--- src/hpi_pkg.sv ---
// Package of constants and types for the host port interface
// Overview of operation
// Width-select pin high selects the 16-bit host interface mode.
// Width-select pin low selects the 8-bit port with byte-wide data bus.
// 8-bit mode splits each word into two bytes chosen by byte-half select.
// 8-bit mode uses address, data and control registers; processor reaches control.
// Sequential transfers auto-increment the address; random transfers use host address.
// Interrupt paths exist from processor to host and host to processor.
// Host accesses reach the whole on-chip RAM range over the DMA bus.
// Host transfers continue while the core is halted by emulation stop.
// 16-bit mode is non-multiplexed with a 15-bit address reaching all memory.
// Ready is deasserted until the internal DMA access completes; host holds cycle.
// Accesses sync to the processor clock; host wins contention, core waits one cycle (code stalls the core every cycle spent in HPI_DMA on a match).
// Host must not access during reset; clock must run while processor idles.
// Host starts accesses with strobes and chip select, direction by read/write.
// 16-bit mode moves data on 16-bit bus and address on separate bus.
// Control register is unreachable by the host in non-multiplexed mode.
// Every non-multiplexed host access launches a DMA read or write.
// Width-select high keeps the data bus holder active regardless of control bit.
// Strobe is chip select and either data strobe, sampled on its active edge.
package hpi_pkg;
    // =====================================
    // Widths and codes
    localparam int ADDR_W = 16;
    localparam int MEM_W = 15;
    localparam logic [1:0] SEL_CTRL = 2'h0;
    localparam logic [1:0] SEL_DATA_INC = 2'h1;
    localparam logic [1:0] SEL_ADDR = 2'h2;
    localparam logic [1:0] SEL_DATA = 2'h3;
    localparam logic [15:0] ADDR_RST = 16'h0000;
    localparam logic [15:0] WORD_RST = 16'h0000;
    // Control register fields: bit 0 byte order, bit 1 to-core irq, bit 2 to-host irq
    localparam int CTL_BOB = 0;
    localparam int CTL_CIRQ = 1;
    localparam int CTL_HIRQ = 2;

    typedef enum logic [2:0] {
        HPI_IDLE = 3'b001,
        HPI_DMA = 3'b010,
        HPI_DONE = 3'b100
    } hpi_state_e;
endpackage

--- src/hpi_port.sv ---
// Host port: 8/16-bit host access to on-chip memory via DMA
`timescale 1ns/1ps
`default_nettype none
module hpi_port (
    input wire logic clk_in,
    input wire logic rst_in,
    input wire logic width_select_pin_in,
    input wire logic host_chip_select_n_in,
    input wire logic host_data_strobe_one_n_in,
    input wire logic host_data_strobe_two_n_in,
    input wire logic host_rw_direction_in,
    input wire logic byte_half_select_in,
    input wire logic [1:0] host_control_select_in,
    input wire logic [15:0] host_address_bus_in,
    input wire logic [15:0] host_data_bus_in,
    output logic [15:0] host_data_bus_out,
    output logic host_data_bus_oe_out,
    output logic host_wait_ready_out,
    output logic host_irq_n_out,
    output logic host_bus_holder_out,
    input wire logic host_bus_holder_enable_in,
    input wire logic core_ctl_wr_in,
    input wire logic [15:0] core_ctl_data_in,
    output logic [15:0] core_ctl_out,
    output logic core_irq_out,
    input wire logic core_req_in,
    input wire logic [14:0] core_addr_in,
    output logic core_stall_out,
    output logic dma_req_out,
    output logic dma_we_out,
    output logic [14:0] dma_addr_out,
    output logic [15:0] dma_wdata_out,
    input wire logic dma_ack_in,
    input wire logic [15:0] dma_rdata_in
);
    // =====================================
    // State
    typedef struct packed {
        hpi_pkg::hpi_state_e fsm;
        logic stb_d;
        logic rw;
        logic [15:0] addr;
        logic [15:0] data;
        logic [15:0] ctl;
        logic first_byte;
        logic inc;
        logic [15:0] dout;
        logic oe;
        logic rdy;
        logic cirq;
        logic hirq_n;
        logic holder;
        logic stall;
        logic dreq;
        logic dwe;
        logic [14:0] daddr;
        logic [15:0] dwdata;
    } hpi_port_s;
    hpi_port_s st_ff;
    hpi_port_s nxt_st;

    logic stb_raw;
    logic stb_s;
    logic wide;
    logic edge_hold_wide;

    // Strobe combined before sync so one edge marks one access
    assign stb_raw = ~host_chip_select_n_in &
        (~host_data_strobe_one_n_in | ~host_data_strobe_two_n_in);
    assign wide = width_select_pin_in;

    hpi_sync u_stb_sync (
        .clk_in(clk_in),
        .rst_in(rst_in),
        .d_in(stb_raw),
        .q_out(stb_s)
    );

    // =====================================
    // Next state
    always_comb begin
        logic edge_on;
        logic [15:0] bval;
        logic hi;
        logic core_hirq;
        edge_on = 1'b0;
        bval = 16'h0000;
        hi = 1'b0;
        core_hirq = core_ctl_wr_in & core_ctl_data_in[hpi_pkg::CTL_HIRQ];
        nxt_st = st_ff;
        nxt_st.stb_d = stb_s;
        edge_on = stb_s & ~st_ff.stb_d;
        nxt_st.holder = wide | host_bus_holder_enable_in;
        // Host priority: the core stalls for each cycle in HPI_DMA on an address match
        nxt_st.stall = core_req_in & (st_ff.fsm == hpi_pkg::HPI_DMA) &
            (core_addr_in == st_ff.daddr);
        if (core_ctl_wr_in) begin
            nxt_st.ctl[hpi_pkg::CTL_BOB] = core_ctl_data_in[hpi_pkg::CTL_BOB];
            if (core_ctl_data_in[hpi_pkg::CTL_HIRQ]) begin
                nxt_st.hirq_n = 1'b0;
            end
            if (core_ctl_data_in[hpi_pkg::CTL_CIRQ]) begin
                nxt_st.cirq = 1'b0;
            end
        end
        if (~stb_s) begin
            nxt_st.oe = 1'b0;
        end
        unique case (st_ff.fsm)
            hpi_pkg::HPI_IDLE: begin
                nxt_st.rdy = 1'b1;
                if (edge_on && wide) begin

                    nxt_st.rw = host_rw_direction_in;
                    nxt_st.addr = {1'b0, host_address_bus_in[hpi_pkg::MEM_W-1:0]};
                    nxt_st.data = host_data_bus_in;
                    nxt_st.inc = 1'b0;
                    nxt_st.rdy = 1'b0;
                    nxt_st.dreq = 1'b1;
                    nxt_st.dwe = ~host_rw_direction_in;
                    nxt_st.daddr = host_address_bus_in[hpi_pkg::MEM_W-1:0];
                    nxt_st.dwdata = host_data_bus_in;
                    nxt_st.fsm = hpi_pkg::HPI_DMA;
                end else if (edge_on) begin

                    hi = byte_half_select_in ^ st_ff.ctl[hpi_pkg::CTL_BOB];
                    nxt_st.first_byte = ~byte_half_select_in;
                    if (host_rw_direction_in) begin
                        unique case (host_control_select_in)
                            hpi_pkg::SEL_CTRL: bval = st_ff.ctl;
                            hpi_pkg::SEL_ADDR: bval = st_ff.addr;
                            default: bval = st_ff.data;
                        endcase
                        nxt_st.dout = {8'h00, hi ? bval[15:8] : bval[7:0]};
                        nxt_st.oe = 1'b1;
                        // Read completes on second byte; autoincrement then prefetch
                        if (byte_half_select_in &&
                            host_control_select_in[0]) begin
                            nxt_st.inc = host_control_select_in == hpi_pkg::SEL_DATA_INC;
                            if (nxt_st.inc) begin
                                nxt_st.addr = st_ff.addr + 16'h0001;
                                nxt_st.rw = 1'b1;
                                nxt_st.dreq = 1'b1;
                                nxt_st.dwe = 1'b0;
                                nxt_st.daddr = nxt_st.addr[hpi_pkg::MEM_W-1:0];
                                nxt_st.fsm = hpi_pkg::HPI_DMA;
                            end
                        end
                    end else begin
                        unique case (host_control_select_in)
                            hpi_pkg::SEL_CTRL: begin
                                nxt_st.ctl[hpi_pkg::CTL_BOB] =
                                    host_data_bus_in[hpi_pkg::CTL_BOB];
                                if (host_data_bus_in[hpi_pkg::CTL_CIRQ]) begin
                                    nxt_st.cirq = 1'b1;
                                end
                                // Core raising the host interrupt wins over a clear
                                if (host_data_bus_in[hpi_pkg::CTL_HIRQ] && !core_hirq) begin
                                    nxt_st.hirq_n = 1'b1;
                                end
                            end
                            hpi_pkg::SEL_ADDR: begin
                                if (hi) nxt_st.addr[15:8] = host_data_bus_in[7:0];
                                else nxt_st.addr[7:0] = host_data_bus_in[7:0];
                                if (byte_half_select_in) begin
                                    nxt_st.rw = 1'b1;
                                    nxt_st.dreq = 1'b1;
                                    nxt_st.dwe = 1'b0;
                                    nxt_st.daddr = nxt_st.addr[hpi_pkg::MEM_W-1:0];
                                    nxt_st.fsm = hpi_pkg::HPI_DMA;
                                end
                            end
                            default: begin
                                if (hi) nxt_st.data[15:8] = host_data_bus_in[7:0];
                                else nxt_st.data[7:0] = host_data_bus_in[7:0];
                                if (byte_half_select_in) begin
                                    nxt_st.inc = host_control_select_in == hpi_pkg::SEL_DATA_INC;
                                    nxt_st.rw = 1'b0;
                                    nxt_st.dreq = 1'b1;
                                    nxt_st.dwe = 1'b1;
                                    nxt_st.daddr = st_ff.addr[hpi_pkg::MEM_W-1:0];
                                    nxt_st.dwdata = nxt_st.data;
                                    nxt_st.fsm = hpi_pkg::HPI_DMA;
                                end
                            end
                        endcase
                    end
                end
            end
            hpi_pkg::HPI_DMA: begin
                // Runs regardless of core halt: no link to emulation stop
                nxt_st.rdy = 1'b0;
                if (dma_ack_in) begin
                    nxt_st.dreq = 1'b0;
                    nxt_st.dwe = 1'b0;
                    if (st_ff.rw) begin
                        nxt_st.data = dma_rdata_in;
                        if (wide) begin
                            nxt_st.dout = dma_rdata_in;
                            nxt_st.oe = stb_s;
                        end
                    end else if (st_ff.inc) begin
                        nxt_st.addr = st_ff.addr + 16'h0001;
                    end
                    nxt_st.fsm = hpi_pkg::HPI_DONE;
                end
            end
            hpi_pkg::HPI_DONE: begin
                nxt_st.rdy = 1'b1;
                nxt_st.fsm = hpi_pkg::HPI_IDLE;
            end
            default: begin
                nxt_st.fsm = hpi_pkg::HPI_IDLE;
            end
        endcase
        // Every entry into a DMA drops ready at once, byte paths too
        if (nxt_st.fsm == hpi_pkg::HPI_DMA) begin
            nxt_st.rdy = 1'b0;
        end
        // Flag bits mirrored last so host writes show without lag
        nxt_st.ctl[hpi_pkg::CTL_HIRQ] = ~nxt_st.hirq_n;
        nxt_st.ctl[hpi_pkg::CTL_CIRQ] = nxt_st.cirq;
    end

    always_ff @(posedge clk_in or posedge rst_in) begin
        if (rst_in) begin
            st_ff <= '{fsm: hpi_pkg::HPI_IDLE, addr: hpi_pkg::ADDR_RST,
                data: hpi_pkg::WORD_RST, ctl: hpi_pkg::WORD_RST, dout: hpi_pkg::WORD_RST,
                hirq_n: 1'b1, rdy: 1'b1, dwdata: hpi_pkg::WORD_RST, default: '0};
        end else begin
            st_ff <= nxt_st;
        end
    end

    assign host_data_bus_out = st_ff.dout;
    assign host_data_bus_oe_out = st_ff.oe;
    assign host_wait_ready_out = st_ff.rdy;
    assign host_irq_n_out = st_ff.hirq_n;
    assign host_bus_holder_out = st_ff.holder;
    assign core_ctl_out = st_ff.ctl;
    assign core_irq_out = st_ff.cirq;
    assign core_stall_out = st_ff.stall;
    assign dma_req_out = st_ff.dreq;
    assign dma_we_out = st_ff.dwe;
    assign dma_addr_out = st_ff.daddr;
    assign dma_wdata_out = st_ff.dwdata;

    // =====================================
    // Checks
    a_ready_low_dma: assert property (@(posedge clk_in) disable iff (rst_in)
        st_ff.fsm == hpi_pkg::HPI_DMA |-> !host_wait_ready_out)
        else $error("ready high during dma");
    a_holder_wide_on: assert property (@(posedge clk_in) disable iff (rst_in)
        $past(width_select_pin_in) && !$past(rst_in) |-> host_bus_holder_out)
        else $error("holder off in wide mode");
    a_wide_launch: assert property (@(posedge clk_in) disable iff (rst_in)
        (stb_s && !st_ff.stb_d && wide && st_ff.fsm == hpi_pkg::HPI_IDLE)
        |=> dma_req_out && !host_wait_ready_out)
        else $error("wide access did not launch dma");
    a_dma_done_rdy: assert property (@(posedge clk_in) disable iff (rst_in)
        (dma_req_out && dma_ack_in) |=> ##1 host_wait_ready_out)
        else $error("ready not restored");
    a_dma_drop: assert property (@(posedge clk_in) disable iff (rst_in)
        (dma_req_out && dma_ack_in) |=> !dma_req_out)
        else $error("dma request held after ack");
    a_wide_addr: assert property (@(posedge clk_in) disable iff (rst_in)
        $rose(dma_req_out) && $past(wide) |-> dma_addr_out == $past(host_address_bus_in[14:0]))
        else $error("wrong dma address");
    a_ctl_hidden: assert property (@(posedge clk_in) disable iff (rst_in)
        (edge_hold_wide) |=> $stable(core_ctl_out))
        else $error("control changed in wide mode");
    a_stall_match: assert property (@(posedge clk_in) disable iff (rst_in)
        core_stall_out |-> $past(core_req_in) && $past(st_ff.fsm == hpi_pkg::HPI_DMA))
        else $error("stall without contention");
    assign edge_hold_wide = wide && !core_ctl_wr_in;
endmodule
`default_nettype wire

--- src/hpi_sync.sv ---
// Two-flop synchroniser for one level
`timescale 1ns/1ps
`default_nettype none
module hpi_sync (
    input wire logic clk_in,
    input wire logic rst_in,
    input wire logic d_in,
    output logic q_out
);
    typedef struct packed {
        logic s1;
        logic s2;
    } hpi_sync_s;
    hpi_sync_s st_ff;
    hpi_sync_s nxt_st;

    always_comb begin
        nxt_st.s1 = d_in;
        nxt_st.s2 = st_ff.s1;
    end

    always_ff @(posedge clk_in or posedge rst_in) begin
        if (rst_in) begin
            st_ff <= '0;
        end else begin
            st_ff <= nxt_st;
        end
    end

    assign q_out = st_ff.s2;
endmodule
`default_nettype wire
--- config.mk ---
export PLATFORM = sky130hd
export DESIGN_NAME = hpi_port
export DESIGN_NICKNAME = d
export VERILOG_FILES = /design/src/hpi_pkg.sv /design/src/hpi_port.sv /design/src/hpi_sync.sv
export SDC_FILE = /design/constraint.sdc
export NUM_CORES = 1
export LEC_CHECK = 0
export BUFFER_PORTS_ARGS = -buffer_cell sky130_fd_sc_hd__buf_4
export CORE_MARGIN = 5
export CORE_UTILIZATION = 55
export CTS_CLUSTER_SIZE = 8
export DETAILED_ROUTE_END_ITERATION = 12
export GPL_TIMING_DRIVEN = 1
export HOLD_SLACK_MARGIN = 0.03
export PLACE_DENSITY = 0.82
export SLEW_MARGIN = 20
export SYNTH_ARGS = -nofsm -noshare
export SYNTH_HDL_FRONTEND = slang
export SYNTH_SLANG_ARGS = --single-unit
--- constraint.sdc ---
create_clock -name clk_in -period 4.15 [get_ports clk_in]
set_input_delay 1.245 -clock clk_in [delete_from_list [all_inputs] [get_ports clk_in]]
set_output_delay 1.245 -clock clk_in [all_outputs]
set_load 0.03 [all_outputs]
==> results of run 1 <==
final timing paths:
| path | start | endpoint | slack [ns] |
|---|---|---|---|
| worst max register to register | st_ff[107]$_DFF_PP1_ | host_data_bus_out[7]$_DFFE_PP0P_ | 1.68 |
| max in group asynchronous | rst_in | dma_addr_out[7]$_DFFE_PP0P_ | 2.43 |
| worst max-delay path | host_rw_direction_in | host_data_bus_out[7]$_DFFE_PP0P_ | 1.29 |
| worst min-delay path | u_stb_sync.nxt_st[0]$_DFF_PP0_ | u_stb_sync.q_out$_DFF_PP0_ | 0.36 |
| worst min register to register | u_stb_sync.nxt_st[0]$_DFF_PP0_ | u_stb_sync.q_out$_DFF_PP0_ | 0.36 |
| min in group asynchronous | rst_in | host_data_bus_out[7]$_DFFE_PP0P_ | 1.04 |
state kept, by name, summed over array words and instances (netlist names):
name,flops
core_ctl_out,3
st_ff,38
u_stb_sync.q_out,1
host_data_bus_out,16
host_data_bus_oe_out,1
core_stall_out,1
dma_addr_out,15
host_irq_n_out,1
host_wait_ready_out,1
dma_we_out,1
host_bus_holder_out,1
dma_req_out,1
dma_wdata_out,16
u_stb_sync.nxt_st,1
layout make-up:
class,instances,area [um2]
clock buffer,10,239
multi-input combinational,554,3480
tap,147,184
sequential,97,2430
fill,988,4380
inverter,10,42.5
clock inverter,6,73.8
timing repair buffer,150,1130
synth_stat cells (5+ instances only):
cell | count | area share (%)
nand2b_1 | 7 | 0.65
o21ai_0 | 56 | 4.2
o211ai_1 | 8 | 0.90
nand3_1 | 16 | 1.2
nand3b_1 | 6 | 0.67
nand4_1 | 11 | 1.0
nor2b_1 | 5 | 0.47
a21oi_1 | 34 | 2.5
nand2_1 | 109 | 6.1
or3_1 | 5 | 0.47
clkbuf_1 | 29 | 1.6
dfrtp_1 | 94 | 35
o21a_1 | 6 | 0.67
a2bb2oi_1 | 9 | 1.2
a31o_2 | 9 | 1.2
mux2_2 | 9 | 1.5
o22ai_1 | 10 | 0.94
buf_2 | 26 | 1.9
nor2_1 | 45 | 2.5
a311oi_1 | 6 | 0.79
xnor2_1 | 17 | 2.2
a221o_1 | 10 | 1.5
inv_1 | 10 | 0.56
nor3_1 | 12 | 0.90
mux2i_1 | 22 | 3.3
a31oi_1 | 17 | 1.6
a211oi_1 | 13 | 1.5
a221oi_1 | 5 | 0.65
buf_4 | 66 | 7.4
power breakdown:
part,switching [mW],internal (mW)
clock network,0.401,0.494
registers,0.465,1.33
logic,1.25,0.916
cell usage in the layout, fill, tap and decap left out, drive strengths merged, types with 4 or more instances in the layout:
cell type / count
a211oi: 13
a21o: 4
a21oi: 34
a221o: 10
a221oi: 5
a2bb2oi: 9
a311oi: 6
a31o: 9
a31oi: 17
and2: 5
and3: 5
and4: 4
buf: 150
clkbuf: 10
conb: 13
dfrtp: 94
inv: 13
mux2: 11
mux2i: 22
nand2: 112
nand2b: 7
nand3: 16
nand3b: 6
nand4: 12
nor2: 47
nor2b: 5
nor3: 14
nor3b: 4
nor4: 5
o211ai: 8
o21a: 7
o21ai: 57
o22ai: 10
or2: 4
or3: 5
xnor2: 18
xor2: 4
cells by family (layout without fill, tap and decap cells):
logic type / Yosys count / count (layout) / share of synthesized area (%)
AND/OR/NAND/NOR: 255 / 255 / 18.6
multiplexers: 33 / 33 / 5.14
flip-flops: 97 / 97 / 36.4
adder cells (fa/ha/maj): 1 / 1 / 0.187
buffers and inverters: 139 / 176 / 12.3
XOR/XNOR: 22 / 22 / 3.27
other: 1 / 13 / 0.0561
AO/OA/AOI/OAI: 230 / 230 / 24.0
metal layers:
| metal | wire length (um) | up-vias | part of all wire [%] | GRT usage (%) |
|---|---|---|---|---|
| met5 | 0 | - | 0 | 0 |
| met4 | 784 | 0 | 3.8 | 12.8 |
| met3 | 1680 | 63 | 8.2 | 5.05 |
| met2 | 9540 | 311 | 47 | 44.9 |
| met1 | 8500 | 3029 | 41 | 38.0 |
| li1 | - | 2846 | - | - |
through the flow:
step	setup slack, ns	total power [mW]
5_1_grt	1.12	5.12
3_3_place_gp	1.02	3.87
3_5_place_dp	0.934	3.94
2_1_floorplan	0.376	3.47
6_report	1.29	4.85
4_1_cts	1.31	4.84
==> results_dict.tcl, run 1 <==
set metrics [dict create \
    fin_area_um2 7580 \
    drt-total-wl_um 20500 \
    grt_pass1_vias 6092 \
    cap_violations 0 \
    yosysUniqueCellTypes 85 \
    seq_area_frac_synth_pct 36.4 \
    ys_ff_latch 97 \
    arrival_ns 3.10 \
    core_um2 12000 \
    whs_ns 0.361 \
    synth_edf_count 0 \
    postSynthAreaPerCell_um2 8.60 \
    fmax_mhz 350 \
    io_buffers 136 \
    drt-initial-drc-count 671 \
    setup_viol_count_final 0 \
    antenna_cells 0 \
    drc 0 \
    clockBufferDepth 2 \
    clock_latency_ns 0.36 \
    path_class "input port to flip-flop" \
    holdCritPathClass "flip-flop to flip-flop" \
    layout.nets 916 \
    ys_warn_count 0 \
    worst_pin_slew_ns 0.904 \
    cts_tree "yes" \
    maxSlewViolCount 0 \
    path_clk_slew_ns 0.07 \
    ctsHtreeMaxLevel 3 \
    dp.cells 958 \
    grt_max_degree 89 \
    die_width_um 120 \
    max_stage_delay_ns 0.71 \
    hold_path_depth 0 \
    crit_path_end_kind "flip-flop" \
    hold_viol 0 \
    drive_above_1_share_pct 25.8 \
    r2r_cells 5 \
    firstDrtPassIters 5 \
    start_util_pct 55.9 \
    fin_util_pct 63.4 \
    rows 40 \
    crit_family "simple AND/OR/NAND/NOR gates" \
    synthFlopType "dfrtp_1" \
    final_antenna_net_count 0 \
    cts_buffers 9 \
    setup_tns_ns 0 \
    antenna_found_initial 0 \
    die_area_um2 14500 \
    critPathMaxFanout 38 \
    dieHeight_um 120 \
    dpl.hpwl_um 14700 \
    wl_per_cell_um 21.0 \
    grt_overflow 0 \
    grt_pass1_wl_um 32300 \
    grtUsageTotal_pct 28.3 \
    place_congestion 0.967 \
    synth_cells 778 \
    status "complete, no violations" \
    place_area_um2 7260 \
    dr_total_vias 6249 \
    max_slew_margin_pct 39.6 \
    cp.depth 5 \
    cts_hold_buf 0 \
    cts-root-buf "clkbuf_16" \
    fin_skew_ns 0.00636 \
    layout.cells.non_filler 974 \
    via_per_inst 6.42 \
    numClockSinks 97 \
    area_growth_pct 13.3 \
    io_pins 164 \
    cp.required_ns 4.39 \
    finalCriticalPeriod_ns 2.86 \
    netlist_area_um2 6690 \
    crit_path_start_kind "input port" \
    leakage_nw 3.32 \
    p_per_area_nw_per_um2 640 \
    worst-path-buf-inv 2 \
    ctsResizeCount 0 \
    rsz0062_at_grt "false" \
    slowest_stage "or3_1" \
    path_cells "buf_4, inv_1, or3_1, a21boi_4, a221o_1" \
    period_share_pct 68.8 \
    cts_setup_buffers 0 \
    synthArstFlopShare_pct 100 \
    ir_drop_uv 356 \
]
Note: power is estimated with default switching activity, not from simulation.
==> inputs of run 2 (changes only) <==
Clock period 4.15 ns to 2.85 ns, I/O delays scaled along.
==> run 2 against run 1 <==
  * Clock power up 46%
  * Flip-flop and latch count unchanged
  * Sequential power up 44%
  * Critical path type is now flip-flop to flip-flop
  * Highest routed layer unchanged
  * Largest power group unchanged
  * Design area up 2.6%
  * Clock-buffer cell count unchanged
  * Final cell count up 2.3%
  * Die area unchanged
  * Total power up 48%
  * Largest cell class unchanged
  * Sequential share of layout area down 0.82 points
  * Wire length up 4.2%
  * First-iteration DRC count down 13%
==> results_dict.tcl, run 2 (synthesis gave the netlist of run 1 again) <==
set metrics [dict create \
    leakage_nw 3.44 \
    dp.cells 980 \
    hold_viol 0 \
    drt-initial-drc-count 587 \
    layout.nets 938 \
    final_common_cell "buf_4" \
    fin_util_pct 65.0 \
    clockBufferDepth 2 \
    path_clk_slew_ns 0.07 \
    holdCritPathClass "flip-flop to flip-flop" \
    drive_above_1_share_pct 27.7 \
    dpl.hpwl_um 15800 \
    place_congestion 0.979 \
    cellInternalPower_mw 4.04 \
    layout_common_cells "169 x buf_4, 109 x nand2_1, 94 x dfrtp_1" \
    hold_path_depth 0 \
    cts_buffers 9 \
    power.share.clock_pct 18.3 \
    numClockSinks 97 \
    grt_pass1_wl_um 33500 \
    crit_family "simple AND/OR/NAND/NOR gates" \
    antenna_found_initial 0 \
    layout.cells.non_filler 996 \
    status "complete, no violations" \
    finalCriticalPeriod_ns 2.44 \
    cp.depth 6 \
    period_share_pct 85.5 \
    largest_reg_flops 38 \
    die_width_um 120 \
    maxSlewViolCount 0 \
    setup_viol_count_final 0 \
    rows 40 \
    largest-register "st_ff" \
    p_per_area_nw_per_um2 921 \
    antenna_cells 0 \
    min_from "u_stb_sync.nxt_st[0]$_DFF_PP0_" \
    setup_tns_ns 0 \
    crit_path_end_kind "flip-flop" \
    timing.rr.start "st_ff[89]$_DFFE_PP0P_" \
    start_util_pct 55.9 \
    ctsHtreeMaxLevel 3 \
    fmax_mhz 410 \
    cp.required_ns 3.09 \
    wl_per_cell_um 21.4 \
    core_um2 12000 \
    power.total_mw 7.16 \
    setup.worst_path.start "st_ff[89]$_DFFE_PP0P_" \
    slowest_stage "dfrtp_1" \
    area_growth_pct 16.3 \
    p_switching_mw 3.12 \
    cts_hold_buf 0 \
    via_per_inst 6.39 \
    grtUsageTotal_pct 29.2 \
    cts_tree "yes" \
    cts-root-buf "clkbuf_16" \
    fillers 1022 \
    rsz0062_at_grt "false" \
    whs_ns 0.352 \
    cap_violations 0 \
    dieHeight_um 120 \
    die_area_um2 14500 \
    p_seq_share_pct 35.9 \
    dr_total_vias 6365 \
    path_class "flip-flop to flip-flop" \
    drt-total-wl_um 21400 \
    io_pins 164 \
    ir_drop_uv 471 \
    drc 0 \
    fin_area_um2 7780 \
    cts_setup_buffers 0 \
    io_buffers 136 \
    place_area_um2 7470 \
    combPwrFrac_pct 45.8 \
    critPathMaxFanout 11 \
    grt_pass1_vias 6300 \
    firstDrtPassIters 5 \
    final_antenna_net_count 0 \
    crit_path_start_kind "flip-flop" \
    max_slew_margin_pct 51.9 \
    r2r_cells 6 \
    p_sw_share_pct 43.5 \
    arrival_ns 2.67 \
    grt_overflow 0 \
    path_cells "ha_1, nand3_1, nor2_2, a31oi_1, or4_1, o211a_1" \
    ctsResizeCount 0 \
    fin_ws_ns 0.412 \
    grt_max_degree 43 \
    place_ws_ns 0.207 \
    max_stage_delay_ns 0.55 \
    fin_skew_ns 0.00886 \
    worst-path-buf-inv 0 \
    worst_pin_slew_ns 0.720 \
    clock_latency_ns 0.35 \
]
## run 2: final cells by class
| class | instances | area [um2] | share of cell area [%] |
|---|---|---|---|
| clock buffers | 10 | 239 | 3.07 |
| well taps | 147 | 184 | 2.36 |
| multi-input cells | 554 | 3480 | 44.8 |
| clock inverters | 6 | 71.3 | 0.917 |
| inverters | 10 | 41.3 | 0.531 |
| flip-flops and latches | 97 | 2430 | 31.3 |
| repair buffers | 172 | 1330 | 17.1 |
## run 2: power by group through the flow
stage | Combinational, mW | Sequential (mW) | Clock [mW]
floorplan | 2.75 | 2.31 | 0
global placement | 3.17 | 2.54 | 0
detailed placement | 3.26 | 2.57 | 0
CTS | 3.28 | 2.55 | 1.31
global route | 3.51 | 2.64 | 1.37
finish | 3.28 | 2.57 | 1.31
## run 2: path summary, 6_finish.rpt
check                                                to  slack [ns]
setup / recovery                  st_ff[97]$_DFFE_PP0P_        0.41
hold / removal               u_stb_sync.q_out$_DFF_PP0_        0.35
setup reg to reg                  st_ff[97]$_DFFE_PP0P_        0.41
hold reg to reg              u_stb_sync.q_out$_DFF_PP0_        0.35
max in group asynchronous          st_ff[107]$_DFF_PP1_        1.54
min in group asynchronous  dma_wdata_out[5]$_DFFE_PP0P_        0.61
## run 2: layer usage
metal  up-vias  GRT usage, %  wire, um
met5         -             0         0
met4         0          12.5       653
met3        50          5.61      1650
met2       309          46.6     10100
met1      3129          39.0      8950
li1       2877             -         -
==> inputs of run 3 (changes only) <==
Settings changed: BUFFER_PORTS_ARGS -buffer_cell sky130_fd_sc_hd__buf_4 to default, CORE_UTILIZATION 55 to 65, DONT_BUFFER_PORTS from default to 1, PLACE_DENSITY 0.82 to 0.81.
==> run 3 against run 2 <==
  * Sequential share of layout area is 6.1 points higher
  * Hold slack better by 0.0046 ns
  * First-iteration DRC count is 8.0% higher
  * Worst setup slack better by 0.0045 ns
  * Total power is 16% lower
  * Final cell count is 16% lower
  * Register-to-register slack hardly changed
  * Die area is 14% lower
  * Flip-flop and latch count stayed put
  * Highest routed layer unchanged
==> results_dict.tcl, run 3 (synthesis gave the netlist of run 1 again) <==
set metrics [dict create \
    place_area_um2 6330 \
    layout_common_cells "109 x nand2_1, 94 x dfrtp_1, 56 x o21ai_0" \
    r2r_cells 5 \
    layout.cells.non_filler 836 \
    setup_tns_ns 0 \
    fin_area_um2 6510 \
    max_slew_margin_pct 48.6 \
    die_area_um2 12400 \
    period_share_pct 85.4 \
    min_from "u_stb_sync.nxt_st[0]$_DFF_PP0_" \
    dr_total_vias 5775 \
    ctsResizeCount 0 \
    arrival_ns 2.73 \
    fillers 866 \
    antenna_cells 0 \
    status "complete, no violations" \
    via_per_inst 6.91 \
    antenna_found_initial 0 \
    grt_overflow 0 \
    setup_viol_count_final 0 \
    start_util_pct 65.7 \
    power.share.clock_pct 14.2 \
    p_seq_share_pct 53.9 \
    cts_setup_buffers 0 \
    hold_path_end "u_stb_sync.q_out$_DFF_PP0_" \
    wl_per_cell_um 23.0 \
    clock_latency_ns 0.38 \
    final_common_cell "nand2_1" \
    crit_path_end_kind "flip-flop" \
    fin_skew_ns 0.0167 \
    setup.worst_path.start "st_ff[107]$_DFF_PP1_" \
    worst_pin_slew_ns 0.772 \
    leakage_nw 2.65 \
    drt-initial-drc-count 634 \
    p_switching_mw 2.86 \
    hold_viol 0 \
    critPathMaxFanout 17 \
    area_growth_pct -2.64 \
    cts-root-buf "clkbuf_8" \
    largest-register "st_ff" \
    hold_path_depth 0 \
    clockBufferDepth 2 \
    numClockSinks 97 \
    timing.rr.start "st_ff[107]$_DFF_PP1_" \
    firstDrtPassIters 5 \
    core_um2 10200 \
    io_buffers 0 \
    io_pins 164 \
    maxSlewViolCount 0 \
    cts_hold_buf 0 \
    path_class "flip-flop to flip-flop" \
    holdCritPathClass "flip-flop to flip-flop" \
    drt-total-wl_um 19200 \
    r2r_slack_ns 0.42 \
    cap_violations 0 \
    grtUsageTotal_pct 30.5 \
    crit_path_start_kind "flip-flop" \
    drc 0 \
    fmax_mhz 411 \
    grt_pass1_wl_um 30600 \
    cts_buffers 9 \
    power.total_mw 6.02 \
    combPwrFrac_pct 31.8 \
    p_per_area_nw_per_um2 925 \
    cp.required_ns 3.15 \
    p_sw_share_pct 47.4 \
    grt_max_degree 43 \
    place_congestion 0.962 \
    dpl.hpwl_um 13900 \
    cts_tree "yes" \
    dp.cells 820 \
    rows 37 \
    ir_drop_uv 609 \
    finalCriticalPeriod_ns 2.43 \
    layout.nets 789 \
    rsz0062_at_grt "false" \
    die_width_um 111 \
    path_clk_slew_ns 0.10 \
    grt_pass1_vias 5599 \
    final_antenna_net_count 0 \
    dieHeight_um 111 \
    ctsHtreeMaxLevel 3 \
    drive_above_1_share_pct 12.1 \
    whs_ns 0.357 \
    r2r_end "st_ff[76]$_DFFE_PP0P_" \
    largest_reg_flops 38 \
    cellInternalPower_mw 3.17 \
]
run 3: critical path, stage by stage (launching register included):
cell       delay (ns)
dfstp_2          0.62
nor3b_2          0.31
and2_2           0.22
o22a_1           0.64
o21a_2           0.36
a2bb2oi_1        0.19
run 3: power groups by stage:
stage               clock, mW  combinational (mW)  sequential (mW)
floorplan                   0                2.75             2.31
global placement            0                1.82             3.23
detailed placement          0                1.89             3.26
CTS                     0.867                1.90             3.23
global route            0.931                2.13             3.32
finish                  0.857                1.92             3.25
run 3: worst max path at each step:
| stage | endpoint | slack, ns | cells past startpoint |
|---|---|---|---|
| 3_5_place_dp | st_ff[74]$_DFFE_PP0P_ | 0.27 | 6 |
| 3_3_place_gp | dma_addr_out[6]$_DFFE_PP0P_ | 0.36 | 5 |
| 6_report | st_ff[76]$_DFFE_PP0P_ | 0.42 | 5 |
| 2_1_floorplan | st_ff[97]$_DFFE_PP0P_ | 0.52 | 6 |
| 4_1_cts | st_ff[76]$_DFFE_PP0P_ | 0.46 | 5 |
| 5_1_grt | st_ff[76]$_DFFE_PP0P_ | 0.32 | 5 |
run 3: area by class of cell:
type / count / area, um2 / share of cell area, %
multi-input combinational: 554 / 3480 / 53.5
clock inverter: 6 / 48.8 / 0.749
tap: 136 / 170 / 2.61
sequential: 97 / 2430 / 37.3
inverter: 10 / 41.3 / 0.634
timing repair buffer: 23 / 210 / 3.23
clock buffer: 10 / 128 / 1.96
run 3: through the flow:
stage / setup slack [ns] / utilization [%]
global placement: 0.362 / 62.2
CTS: 0.455 / 63.9
detailed placement: 0.274 / 62.2
floorplan: 0.516 / -
finish: 0.417 / 63.9
global route: 0.320 / 63.9
run 3: routing by layer:
| layer | share of wire [%] | GRT usage [%] | up-vias |
|---|---|---|---|
| met2 | 46 | 46.4 | 346 |
| met1 | 41 | 42.9 | 2804 |
| met3 | 10 | 6.63 | 43 |
| met4 | 2.6 | 12.0 | 0 |
| li1 | - | - | 2582 |
| met5 | 0 | 0 | - |
